`src/common/adc_ctrl_defines.vh`:
```
// constants for the adc configuration write and idle control block
`ifndef ADC_CTRL_DEFINES_VH
`define ADC_CTRL_DEFINES_VH
// configuration byte fields
`define CFG_RESET        8'h01
`define CFG_MARK_BIT     7
`define CFG_SCAN_HI      6
`define CFG_SCAN_LO      5
`define CFG_RB_HI        4
`define CFG_RB_LO        3
`define CFG_CH_HI        2
`define CFG_CH_LO        1
`define CFG_SE_BIT       0
// setup byte fields
`define SETUP_RESET      8'h82
`define SETUP_POL_BIT    2
`define SETUP_CLK_BIT    3
`define SETUP_RST_BIT    1
`define SETUP_MON_BIT    0
// scan mode codes
`define SCAN_SEQ         2'h0
`define SCAN_REPEAT      2'h1
`define SCAN_MONITOR     2'h2
`define SCAN_SINGLE      2'h3
// monitor setup length and repeat count
`define MON_BYTES        4'hD
`define REPEAT_COUNT     4'h8
// high speed master code: 0000 1xxx
`define HS_CODE_TOP      5'h01
// reference wake time in ms
`define REF_WAKE_MS      10
`endif

```
`src/verilog/adc_ctrl.v`:
```
// two-wire write slave with configuration decode and idle control
//
// Overview of operation
// configuration bytes carry a zero in bit 7.
// scan 00 converts channel 0 up to the selected channel.
// scan 01 converts the selected channel eight times.
// scan 10 monitors channel 0 up to the selected channel.
// scan 11 converts the selected channel once.
// readback bits both one enable monitor setup readback.
// channel field gives top channel in sequential and monitor modes.
// channel field names the channel in single-channel modes.
// bit 0 one is single-ended, zero is differential pairs.
// single-ended forces unipolar, ignoring polarity bit.
// write opens with start, address, write bit; address is acknowledged.
// data byte msb one goes to setup, zero to configuration.
// master writes configuration before setup.
// setup reset restores configuration; master rewrites it afterwards.
// monitor-setup bit allows up to 13 more bytes.
// stop or repeated start ends monitor setup early.
// every received write byte is acknowledged.
// stop returns high-speed timing to fast/standard.
// external clock mode idles only after stop, nack or restart.
// internal clock mode powers down when results are stored.
// idle device powers up on its own valid address.
// internal reference needs 10ms wake before conversion; no wake delay is timed here and REF_WAKE_MS is unused.
// reset bit zero clears interrupt and configuration only.
// high-speed master code is nacked, then high-speed until stop.
// byte cut before acknowledge updates nothing; here bytes load at the eighth scl rise, so a cut after it still updates.
`timescale 1ns/10ps
`include "adc_ctrl_defines.vh"
module adc_ctrl #(
  parameter [6:0] SLAVE_ADDR = 7'h00  // arbitrary value, set per board
) (
  // clock and reset
  input  wire        i_clk,
  input  wire        i_arst_n,
  // two-wire bus
  input  wire        i_scl,
  input  wire        i_sda,
  output reg         o_sda,
  output reg         o_sda_oe,
  // conversion side
  input  wire        i_results_stored,
  // decoded configuration
  output reg  [1:0]  o_scan_mode,
  output reg  [1:0]  o_first_channel,
  output reg  [1:0]  o_last_channel,
  output reg  [3:0]  o_conv_count,
  output reg         o_monitor_mode,
  output reg         o_readback_enable,
  output reg         o_single_ended,
  output reg         o_bipolar,
  output reg  [7:0]  o_setup,
  output reg         o_int_clear,
  // monitor setup storage
  output reg         o_mon_wr,
  output reg  [3:0]  o_mon_index,
  output reg  [7:0]  o_mon_data,
  // bus mode and power
  output reg         o_high_speed_bus_mode,
  output reg         o_powered
);

  // ----------------------------------------------------------------
  // pin synchronisers and edge detect
  // ----------------------------------------------------------------
  reg [1:0] scl_sync;
  reg [1:0] sda_sync;
  reg       scl_d;
  reg       sda_d;
  always @(posedge i_clk or negedge i_arst_n) begin
    if (!i_arst_n) begin
      scl_sync <= 2'h3;
      sda_sync <= 2'h3;
      scl_d    <= 1'b1;
      sda_d    <= 1'b1;
    end else begin
      scl_sync <= {scl_sync[0], i_scl};
      sda_sync <= {sda_sync[0], i_sda};
      scl_d    <= scl_sync[1];
      sda_d    <= sda_sync[1];
    end
  end
  wire scl      = scl_sync[1];
  wire sda      = sda_sync[1];
  wire scl_rise = scl & ~scl_d;
  wire scl_fall = ~scl & scl_d;
  wire start_c  = scl & scl_d & sda_d & ~sda;
  wire stop_c   = scl & scl_d & ~sda_d & sda;

  // ----------------------------------------------------------------
  // byte framing states
  // ----------------------------------------------------------------
  localparam [3:0] ST_IDLE = 4'h1;
  localparam [3:0] ST_ADDR = 4'h2;
  localparam [3:0] ST_DATA = 4'h4;
  localparam [3:0] ST_SKIP = 4'h8;

  reg [3:0] state;
  reg [3:0] next_state;
  reg [3:0] bit_cnt;
  reg [7:0] shift;
  reg       ack_phase;
  reg       ack_drive;
  reg       mon_active;
  reg [3:0] mon_left;
  reg [7:0] cfg;

  wire byte_done = scl_rise & (bit_cnt == 4'h7);
  wire [7:0] rx  = {shift[6:0], sda};
  wire addr_hit  = (rx[7:1] == SLAVE_ADDR) & ~rx[0];
  wire hs_code   = (rx[7:3] == `HS_CODE_TOP);

  // next state of the framer
  always @* begin
    next_state = state;
    case (state)
      ST_IDLE: if (start_c) next_state = ST_ADDR;
      ST_ADDR: if (byte_done) next_state = addr_hit ? ST_DATA : ST_SKIP;
      ST_DATA: next_state = ST_DATA;
      ST_SKIP: next_state = ST_SKIP;
      default: next_state = ST_IDLE;
    endcase
    if (stop_c) next_state = ST_IDLE;
    else if (start_c) next_state = ST_ADDR;
  end

  // ----------------------------------------------------------------
  // bit counter and acknowledge slot
  // ----------------------------------------------------------------
  wire in_frame  = (state == ST_ADDR) | (state == ST_DATA);
  wire addr_done = byte_done & (state == ST_ADDR);
  wire data_done = byte_done & (state == ST_DATA);

  // framer state register
  always @(posedge i_clk or negedge i_arst_n) begin
    if (!i_arst_n) begin
      state <= ST_IDLE;
    end else begin
      state <= next_state;
    end
  end

  // shift in bits on scl rise, hold the count during the ack clock
  always @(posedge i_clk or negedge i_arst_n) begin
    if (!i_arst_n) begin
      bit_cnt   <= 4'h0;
      shift     <= 8'h00;
      ack_phase <= 1'b0;
    end else if (start_c | stop_c) begin
      // partial byte discarded
      bit_cnt   <= 4'h0;
      ack_phase <= 1'b0;
    end else if (in_frame) begin
      if (byte_done) begin
        shift     <= rx;
        bit_cnt   <= 4'h0;
        ack_phase <= 1'b1;
      end else if (scl_rise && !ack_phase) begin
        shift   <= rx;
        bit_cnt <= bit_cnt + 4'h1;
      end
      // ack clock over: released on its fall, or nacked at its rise
      if (scl_fall && ack_phase && o_sda_oe) begin
        ack_phase <= 1'b0;
      end
      if (scl_rise && ack_phase && !ack_drive) begin
        ack_phase <= 1'b0;
      end
    end
  end

  // ----------------------------------------------------------------
  // acknowledge driver
  // ----------------------------------------------------------------
  // pull the data line low from the fall after bit eight to the next fall
  always @(posedge i_clk or negedge i_arst_n) begin
    if (!i_arst_n) begin
      ack_drive <= 1'b0;
      o_sda     <= 1'b1;
      o_sda_oe  <= 1'b0;
    end else if (start_c | stop_c) begin
      ack_drive <= 1'b0;
      o_sda     <= 1'b1;
      o_sda_oe  <= 1'b0;
    end else if (in_frame) begin
      if (addr_done) begin
        ack_drive <= addr_hit;
      end else if (data_done) begin
        ack_drive <= 1'b1;
      end
      if (scl_fall && ack_phase && ack_drive && !o_sda_oe) begin
        o_sda    <= 1'b0;
        o_sda_oe <= 1'b1;
      end else if (scl_fall && ack_phase && o_sda_oe) begin
        o_sda    <= 1'b1;
        o_sda_oe <= 1'b0;
      end
    end
  end

  // ----------------------------------------------------------------
  // configuration and setup registers
  // ----------------------------------------------------------------
  // bytes are sorted by their top bit once the eighth bit is in
  always @(posedge i_clk or negedge i_arst_n) begin
    if (!i_arst_n) begin
      cfg         <= `CFG_RESET;
      o_setup     <= `SETUP_RESET;
      o_int_clear <= 1'b0;
    end else begin
      o_int_clear <= 1'b0;
      if (data_done && !mon_active) begin
        if (rx[`CFG_MARK_BIT]) begin
          o_setup <= rx;
          if (!rx[`SETUP_RST_BIT]) begin
            cfg         <= `CFG_RESET;
            o_int_clear <= 1'b1;
          end
        end else begin
          cfg <= rx;
        end
      end
    end
  end

  // ----------------------------------------------------------------
  // monitor setup storage
  // ----------------------------------------------------------------
  // extended write, closed by its last byte or by stop or restart
  always @(posedge i_clk or negedge i_arst_n) begin
    if (!i_arst_n) begin
      mon_active  <= 1'b0;
      mon_left    <= 4'h0;
      o_mon_wr    <= 1'b0;
      o_mon_index <= 4'h0;
      o_mon_data  <= 8'h00;
    end else begin
      o_mon_wr <= 1'b0;
      if (start_c | stop_c) begin
        mon_active <= 1'b0;
      end else if (data_done && mon_active) begin
        o_mon_wr    <= 1'b1;
        o_mon_data  <= rx;
        o_mon_index <= `MON_BYTES - mon_left;
        mon_left    <= mon_left - 4'h1;
        if (mon_left == 4'h1) begin
          mon_active <= 1'b0;
        end
      end else if (data_done && rx[`CFG_MARK_BIT] && rx[`SETUP_MON_BIT]) begin
        mon_active <= 1'b1;
        mon_left   <= `MON_BYTES;
      end
    end
  end

  // ----------------------------------------------------------------
  // bus speed mode
  // ----------------------------------------------------------------
  // master code sets high speed, a repeated start keeps it
  always @(posedge i_clk or negedge i_arst_n) begin
    if (!i_arst_n) begin
      o_high_speed_bus_mode <= 1'b0;
    end else if (stop_c) begin
      o_high_speed_bus_mode <= 1'b0;
    end else if (addr_done && hs_code) begin
      o_high_speed_bus_mode <= 1'b1;
    end
  end

  // ----------------------------------------------------------------
  // configuration decode
  // ----------------------------------------------------------------
  wire [1:0] scan_sel = {cfg[`CFG_SCAN_HI], cfg[`CFG_SCAN_LO]};
  wire [1:0] ch_sel   = {cfg[`CFG_CH_HI], cfg[`CFG_CH_LO]};
  reg  [1:0] next_first;
  reg  [3:0] next_count;
  always @* begin
    next_first = 2'h0;
    next_count = 4'h1;
    case (scan_sel)
      `SCAN_SEQ: begin
        next_first = 2'h0;
        next_count = {2'h0, ch_sel} + 4'h1;
      end
      `SCAN_REPEAT: begin
        next_first = ch_sel;
        next_count = `REPEAT_COUNT;
      end
      `SCAN_MONITOR: begin
        next_first = 2'h0;
        next_count = {2'h0, ch_sel} + 4'h1;
      end
      `SCAN_SINGLE: begin
        next_first = ch_sel;
        next_count = 4'h1;
      end
      default: begin
        next_first = 2'h0;
        next_count = 4'h1;
      end
    endcase
  end

  // decoded outputs registered
  always @(posedge i_clk or negedge i_arst_n) begin
    if (!i_arst_n) begin
      o_scan_mode       <= 2'h0;
      o_first_channel   <= 2'h0;
      o_last_channel    <= 2'h0;
      o_conv_count      <= 4'h1;
      o_monitor_mode    <= 1'b0;
      o_readback_enable <= 1'b0;
      o_single_ended    <= 1'b1;
      o_bipolar         <= 1'b0;
    end else begin
      o_scan_mode       <= scan_sel;
      o_first_channel   <= next_first;
      o_last_channel    <= ch_sel;
      o_conv_count      <= next_count;
      o_monitor_mode    <= (scan_sel == `SCAN_MONITOR);
      o_readback_enable <= cfg[`CFG_RB_HI] & cfg[`CFG_RB_LO];
      o_single_ended    <= cfg[`CFG_SE_BIT];
      o_bipolar         <= ~cfg[`CFG_SE_BIT] & o_setup[`SETUP_POL_BIT];
    end
  end

  // ----------------------------------------------------------------
  // power control
  // ----------------------------------------------------------------
  wire ext_clk   = o_setup[`SETUP_CLK_BIT];
  wire nack_seen = scl_rise & ack_phase & ~ack_drive & sda & (state == ST_DATA);
  always @(posedge i_clk or negedge i_arst_n) begin
    if (!i_arst_n) begin
      o_powered <= 1'b0;
    end else if (state == ST_ADDR && byte_done && addr_hit) begin
      o_powered <= 1'b1;
    end else if (ext_clk && (stop_c || start_c || nack_seen)) begin
      o_powered <= 1'b0;
    end else if (!ext_clk && i_results_stored) begin
      o_powered <= 1'b0;
    end
  end

endmodule // adc_ctrl

```
`config.mk`:
```
export PLATFORM = sky130hd
export DESIGN_NAME = adc_ctrl
export DESIGN_NICKNAME = d
export VERILOG_FILES = /design/src/verilog/adc_ctrl.v
export VERILOG_INCLUDE_DIRS = /design/src /design/src/common
export SDC_FILE = /design/constraint.sdc
export NUM_CORES = 1
export LEC_CHECK = 0
export ABC_AREA = 0
export BUFFER_PORTS_ARGS = -buffer_cell sky130_fd_sc_hd__buf_4
export CAP_MARGIN = 15
export CORE_ASPECT_RATIO = 1.5
export CORE_UTILIZATION = 40
export CTS_CLUSTER_DIAMETER = 100
export CTS_CLUSTER_SIZE = 10
export DETAILED_ROUTE_END_ITERATION = 10
export PLACE_DENSITY_LB_ADDON = 0.08
export SLEW_MARGIN = 20
export SYNTH_ARGS = -nofsm -noshare
export SYNTH_HDL_FRONTEND = slang
export SYNTH_SLANG_ARGS = --single-unit
```
`constraint.sdc`:
```
create_clock -name i_clk -period 2.39 [get_ports i_clk]
set_input_delay 0.1195 -clock i_clk [delete_from_list [all_inputs] [get_ports i_clk]]
set_output_delay 0.1195 -clock i_clk [all_outputs]
set_load 0.005 [all_outputs]
```
==> Flow_metrics.wiki <==
{| class="wikitable"
! Metric !! Value
|-
| Count of cell types in the netlist || 51
|-
| Worst hold path class || primary input to flop
|-
| Clock-pin slew on the worst setup and hold paths || 80 ps
|-
| Maximum vdd drop || between 0.3 and 0.4 mV
|-
| Non-Filler Instances || 419
|-
| Register area share after synthesis || 0.611
|-
| Antenna violations before repair || 0
|-
| Total instance count after detailed placement || 400
|-
| Most common flop cell mapped by yosys || sky130_fd_sc_hd__dfrtp_1
|-
| Final critical-path required period || 2220 ps
|-
| DIE WIDTH || 73.3 um
|-
| Setup TNS after final layout || 0 ps
|-
| Total length of routed wires || 6230 um
|-
| Highest routing layer actually used || met4
|-
| Worst Slack Setup Final || 169 ps
|-
| DR vias || 2,111
|-
| Met1 wire length || 2820 um
|-
| Cells taking the most area after synthesis || sky130_fd_sc_hd__dfrtp_1 (51%), sky130_fd_sc_hd__dfstp_2 (10%), sky130_fd_sc_hd__nand2_1 (5.9%)
|-
| Hold path startpoint || i_results_stored
|-
| Data arrival, critical path || ~2500 ps
|-
| Biggest fanout along the worst timing path || 9
|-
| Area added between synthesis and finish || 22.3%
|-
| Fin crit share || 0.929
|-
| Post-route clock skew || 8.81 ps
|-
| Launch point of the worst reg-to-reg path || state[3]$_DFFE_PN0P_
|-
| FF+latch count, synth || 74
|-
| Number of enable-type register cells in the synthesized netlist || 0
|-
| CTS HTree Levels || 3
|-
| Number of port buffers || 43
|-
| Measured slew at the worst slew-check pin || between 900 and 1000 ps
|-
| Worst setup slack before clock tree synthesis || 133 ps
|-
| Number of nets at the end of the flow || 326
|-
| Final core utilization || 0.510
|-
| Synth area leader || sky130_fd_sc_hd__dfrtp_1
|-
| TritonCTS clock tree || done
|-
| Capture endpoint of the worst hold path || o_powered$_DFFE_PN0P_
|-
| Area of the die || 7990 sq um
|-
| Number of fill cells in the layout || approximately 700
|-
| Avg Synthesized Cell Area || 11.7 sq um
|-
| Initial Utilization || 0.417
|-
| Worst path required time || 2620 ps
|-
| Violation count after the first detailed-routing iteration || 128
|-
| Clock Sink Count || 74
|-
| Buffer depth of the longest clock path || 2
|-
| Reg2reg setup slack || ~170 ps
|-
| Wire length per cell || approximately 15 um
|-
| DRT Pass-1 Iters || 4
|-
| Reg2reg path depth || 4
|-
| Global-route wire length before repair || ~10,000 um
|-
| Slew HR || 0.382
|-
| Total CTS buffers || 9
|-
| Post-Synthesis Net Count || 274
|-
| Maximum number of pins on one net before global-route repair || 75
|-
| Layout cell share with drive strength beyond 1 || 0.304
|-
| Critical path endpoint category || flop
|-
| I/O pins || between 40 and 50
|-
| GRT Resource Usage Total || 0.177
|-
| Post-CTS setup buffer count || 0
|-
| Clock root buffer || sky130_fd_sc_hd__clkbuf_8
|-
| Number of max-cap violations || 0
|-
| Met2 routed wirelength || 3090 um
|-
| Final setup violation count || 0
|-
| Highest clock frequency the design can meet || 450 MHz
|-
| # rows || 38
|-
| Worst Setup Path Type || flop to flop
|-
| Remaining global-route overflow || 0
|-
| Number of standard cells after synthesis || 262
|-
| Number of cells on the worst hold path || 4
|-
| Lkg Pwr || ~1.8 nW
|-
| Final RePlAce weighted congestion || 0.934
|-
| Count of final hold-check violations || 0
|-
| Outcome || finished, final reports clean
|-
| Antenna fix cells || 0
|-
| Unrepaired setup endpoints after global routing || no
|-
| Asr flop ratio synth || 1.00
|-
| Total met3 wirelength after detailed routing || 226 um
|-
| Detailed-placement wirelength estimate || 4180 um
|-
| Via density per instance || roughly 5.0
|-
| Number of global-route vias before repair || 2,102
|-
| Count of final max-slew check failures || 0
|-
| Fraction of post-synthesis cell area in the top cell type by area || 0.508
|-
| Synth warnings || 0
|-
| Kind of launch point of the worst setup path || flop
|-
| Netlist Area Pre-Place || 3050 sq um
|-
| Destination of the worst register-to-register timing path || mon_active$_DFFE_PN0P_
|-
| Die Y-Extent || ~110 um
|-
| DRC violation count after routing || 0
|-
| Clock latency reported for the late side of the worst-skew pair || roughly 340 ps
|-
| Detail Route Antenna Nets || 0
|-
| Core Box Area || 7320 sq um
|-
| Pwr dens || 614 nW/um^2
|}
==> cells in the final DEF (no fill, tap or decap), types with 2 or more instances in the layout <==
cell                            instances
sky130_fd_sc_hd__dfrtp_1               62
sky130_fd_sc_hd__buf_4                 49
sky130_fd_sc_hd__nand2_1               48
sky130_fd_sc_hd__mux2_2                14
sky130_fd_sc_hd__dfstp_2               12
sky130_fd_sc_hd__o21ai_0               11
sky130_fd_sc_hd__nor2_1                 9
sky130_fd_sc_hd__clkbuf_8               9
sky130_fd_sc_hd__nor2b_1                8
sky130_fd_sc_hd__a21oi_1                7
sky130_fd_sc_hd__ha_1                   7
sky130_fd_sc_hd__a22o_1                 6
sky130_fd_sc_hd__inv_1                  5
sky130_fd_sc_hd__nand3_1                5
sky130_fd_sc_hd__and2_1                 4
sky130_fd_sc_hd__nor4_1                 4
sky130_fd_sc_hd__nor4b_1                3
sky130_fd_sc_hd__and3_1                 3
sky130_fd_sc_hd__a31oi_1                3
sky130_fd_sc_hd__dlygate4sd3_1          3
sky130_fd_sc_hd__nand2b_1               2
sky130_fd_sc_hd__xor2_1                 2
sky130_fd_sc_hd__o21a_1                 2
sky130_fd_sc_hd__o22a_1                 2
sky130_fd_sc_hd__nor3_1                 2
sky130_fd_sc_hd__mux2i_1                2
sky130_fd_sc_hd__or4_1                  2
sky130_fd_sc_hd__o22ai_1                2
sky130_fd_sc_hd__clkinv_2               2
==> synthesized netlist by cell type, types with 4 or more instances <==
| master | n |
|---|---|
| sky130_fd_sc_hd__nand2_1 | 48 |
| sky130_fd_sc_hd__nor2_1 | 9 |
| sky130_fd_sc_hd__clkbuf_1 | 8 |
| sky130_fd_sc_hd__nand3_1 | 5 |
| sky130_fd_sc_hd__nor2b_1 | 8 |
| sky130_fd_sc_hd__o21ai_0 | 11 |
| sky130_fd_sc_hd__nor4_1 | 5 |
| sky130_fd_sc_hd__a21oi_1 | 7 |
| sky130_fd_sc_hd__inv_1 | 5 |
| sky130_fd_sc_hd__and2_1 | 4 |
| sky130_fd_sc_hd__dfrtp_1 | 62 |
| sky130_fd_sc_hd__a22o_1 | 6 |
| sky130_fd_sc_hd__mux2_2 | 14 |
| sky130_fd_sc_hd__dfstp_2 | 12 |
| sky130_fd_sc_hd__ha_1 | 7 |
==> layout make-up <==
class                           instances  area, sq um  share of cell area
Clock buffer                           10          128              0.0342
Multi-Input combinational cell        172         1130               0.303
Clock inverter                          6         65.1              0.0174
Timing Repair Buffer                   52          398               0.107
Inverter                                5         18.8             0.00503
Tap cell                              100          125              0.0335
Sequential cell                        74         1870               0.500
==> kinds of logic (layout without fill, tap and decap cells) <==
logic type | Yosys count | count (layout) | synth area share
AO/OA/AOI/OAI | 44 | 44 | 0.0988
XOR/XNOR | 3 | 3 | 0.00861
adder cells (fa/ha/maj) | 7 | 7 | 0.0287
buffers and inverters | 16 | 73 | 0.0217
flip-flops | 74 | 74 | 0.611
multiplexers | 16 | 16 | 0.0582
other | 1 | 1 | 0.00123
AND/OR/NAND/NOR | 101 | 101 | 0.171
==> worst max-delay path, stage by stage (launching register included) <==
cell and delay [ps]:
sky130_fd_sc_hd__dfrtp_1 460, sky130_fd_sc_hd__or4b_4 610, sky130_fd_sc_hd__or4_1 640, sky130_fd_sc_hd__nor4b_2 280, sky130_fd_sc_hd__o22ai_1 110
==> worst max path at each step <==
stage | depth (start not counted) | startpoint | endpoint
2_1_floorplan | 5 | scl_sync[1]$_DFF_PN1_ | shift[0]$_DFFE_PN0P_
3_3_place_gp | 4 | state[3]$_DFFE_PN0P_ | o_setup[5]$_DFFE_PN0P_
3_5_place_dp | 4 | state[3]$_DFFE_PN0P_ | o_setup[2]$_DFFE_PN0P_
4_1_cts | 4 | state[3]$_DFFE_PN0P_ | o_setup[2]$_DFFE_PN0P_
5_1_grt | 4 | state[3]$_DFFE_PN0P_ | mon_active$_DFFE_PN0P_
6_report | 4 | state[3]$_DFFE_PN0P_ | mon_active$_DFFE_PN0P_
==> metrics by stage <==
stage | total power, mW | area, sq um | hold WS (ps)
6_report | 2.29 | 3730 | 148
5_1_grt | 2.39 | 3730 | 217
4_1_cts | 2.33 | 3730 | 128
3_5_place_dp | 1.36 | 3500 | 229
3_3_place_gp | 1.36 | 3500 | 228
2_1_floorplan | 1.32 | 3050 | -176
==> flip-flops by register name, indices dropped and copies added (netlist names), 2 cells and up <==
name / cells
mon_left: 4
o_mon_index: 4
cfg: 7
o_last_channel: 2
o_setup: 7
state: 4
sda_sync: 2
o_first_channel: 2
o_scan_mode: 2
bit_cnt: 4
shift: 7
o_mon_data: 8
o_conv_count: 4
scl_sync: 2
==> repair_timing <==
action	CTS	global route
hold buffers	3	0
gates resized for setup	0	1
setup endpoints to repair	0	1
hold endpoints to repair	64	0
==> metal layers <==
layer,track usage,vias up
li1,-,1022
met1,0.224,1039
met5,0,-
met3,0.0397,6
met2,0.283,44
met4,0.0893,0
==> where the power goes <==
group	internal, mW	switching (mW)	total (mW)
combinational	0.0206	0.0437	0.0643
sequential	1.26	0.0102	1.27
clock	0.484	0.471	0.955
total	1.77	0.525	2.29
No activity file was read; power rests on OpenSTA's default activity.
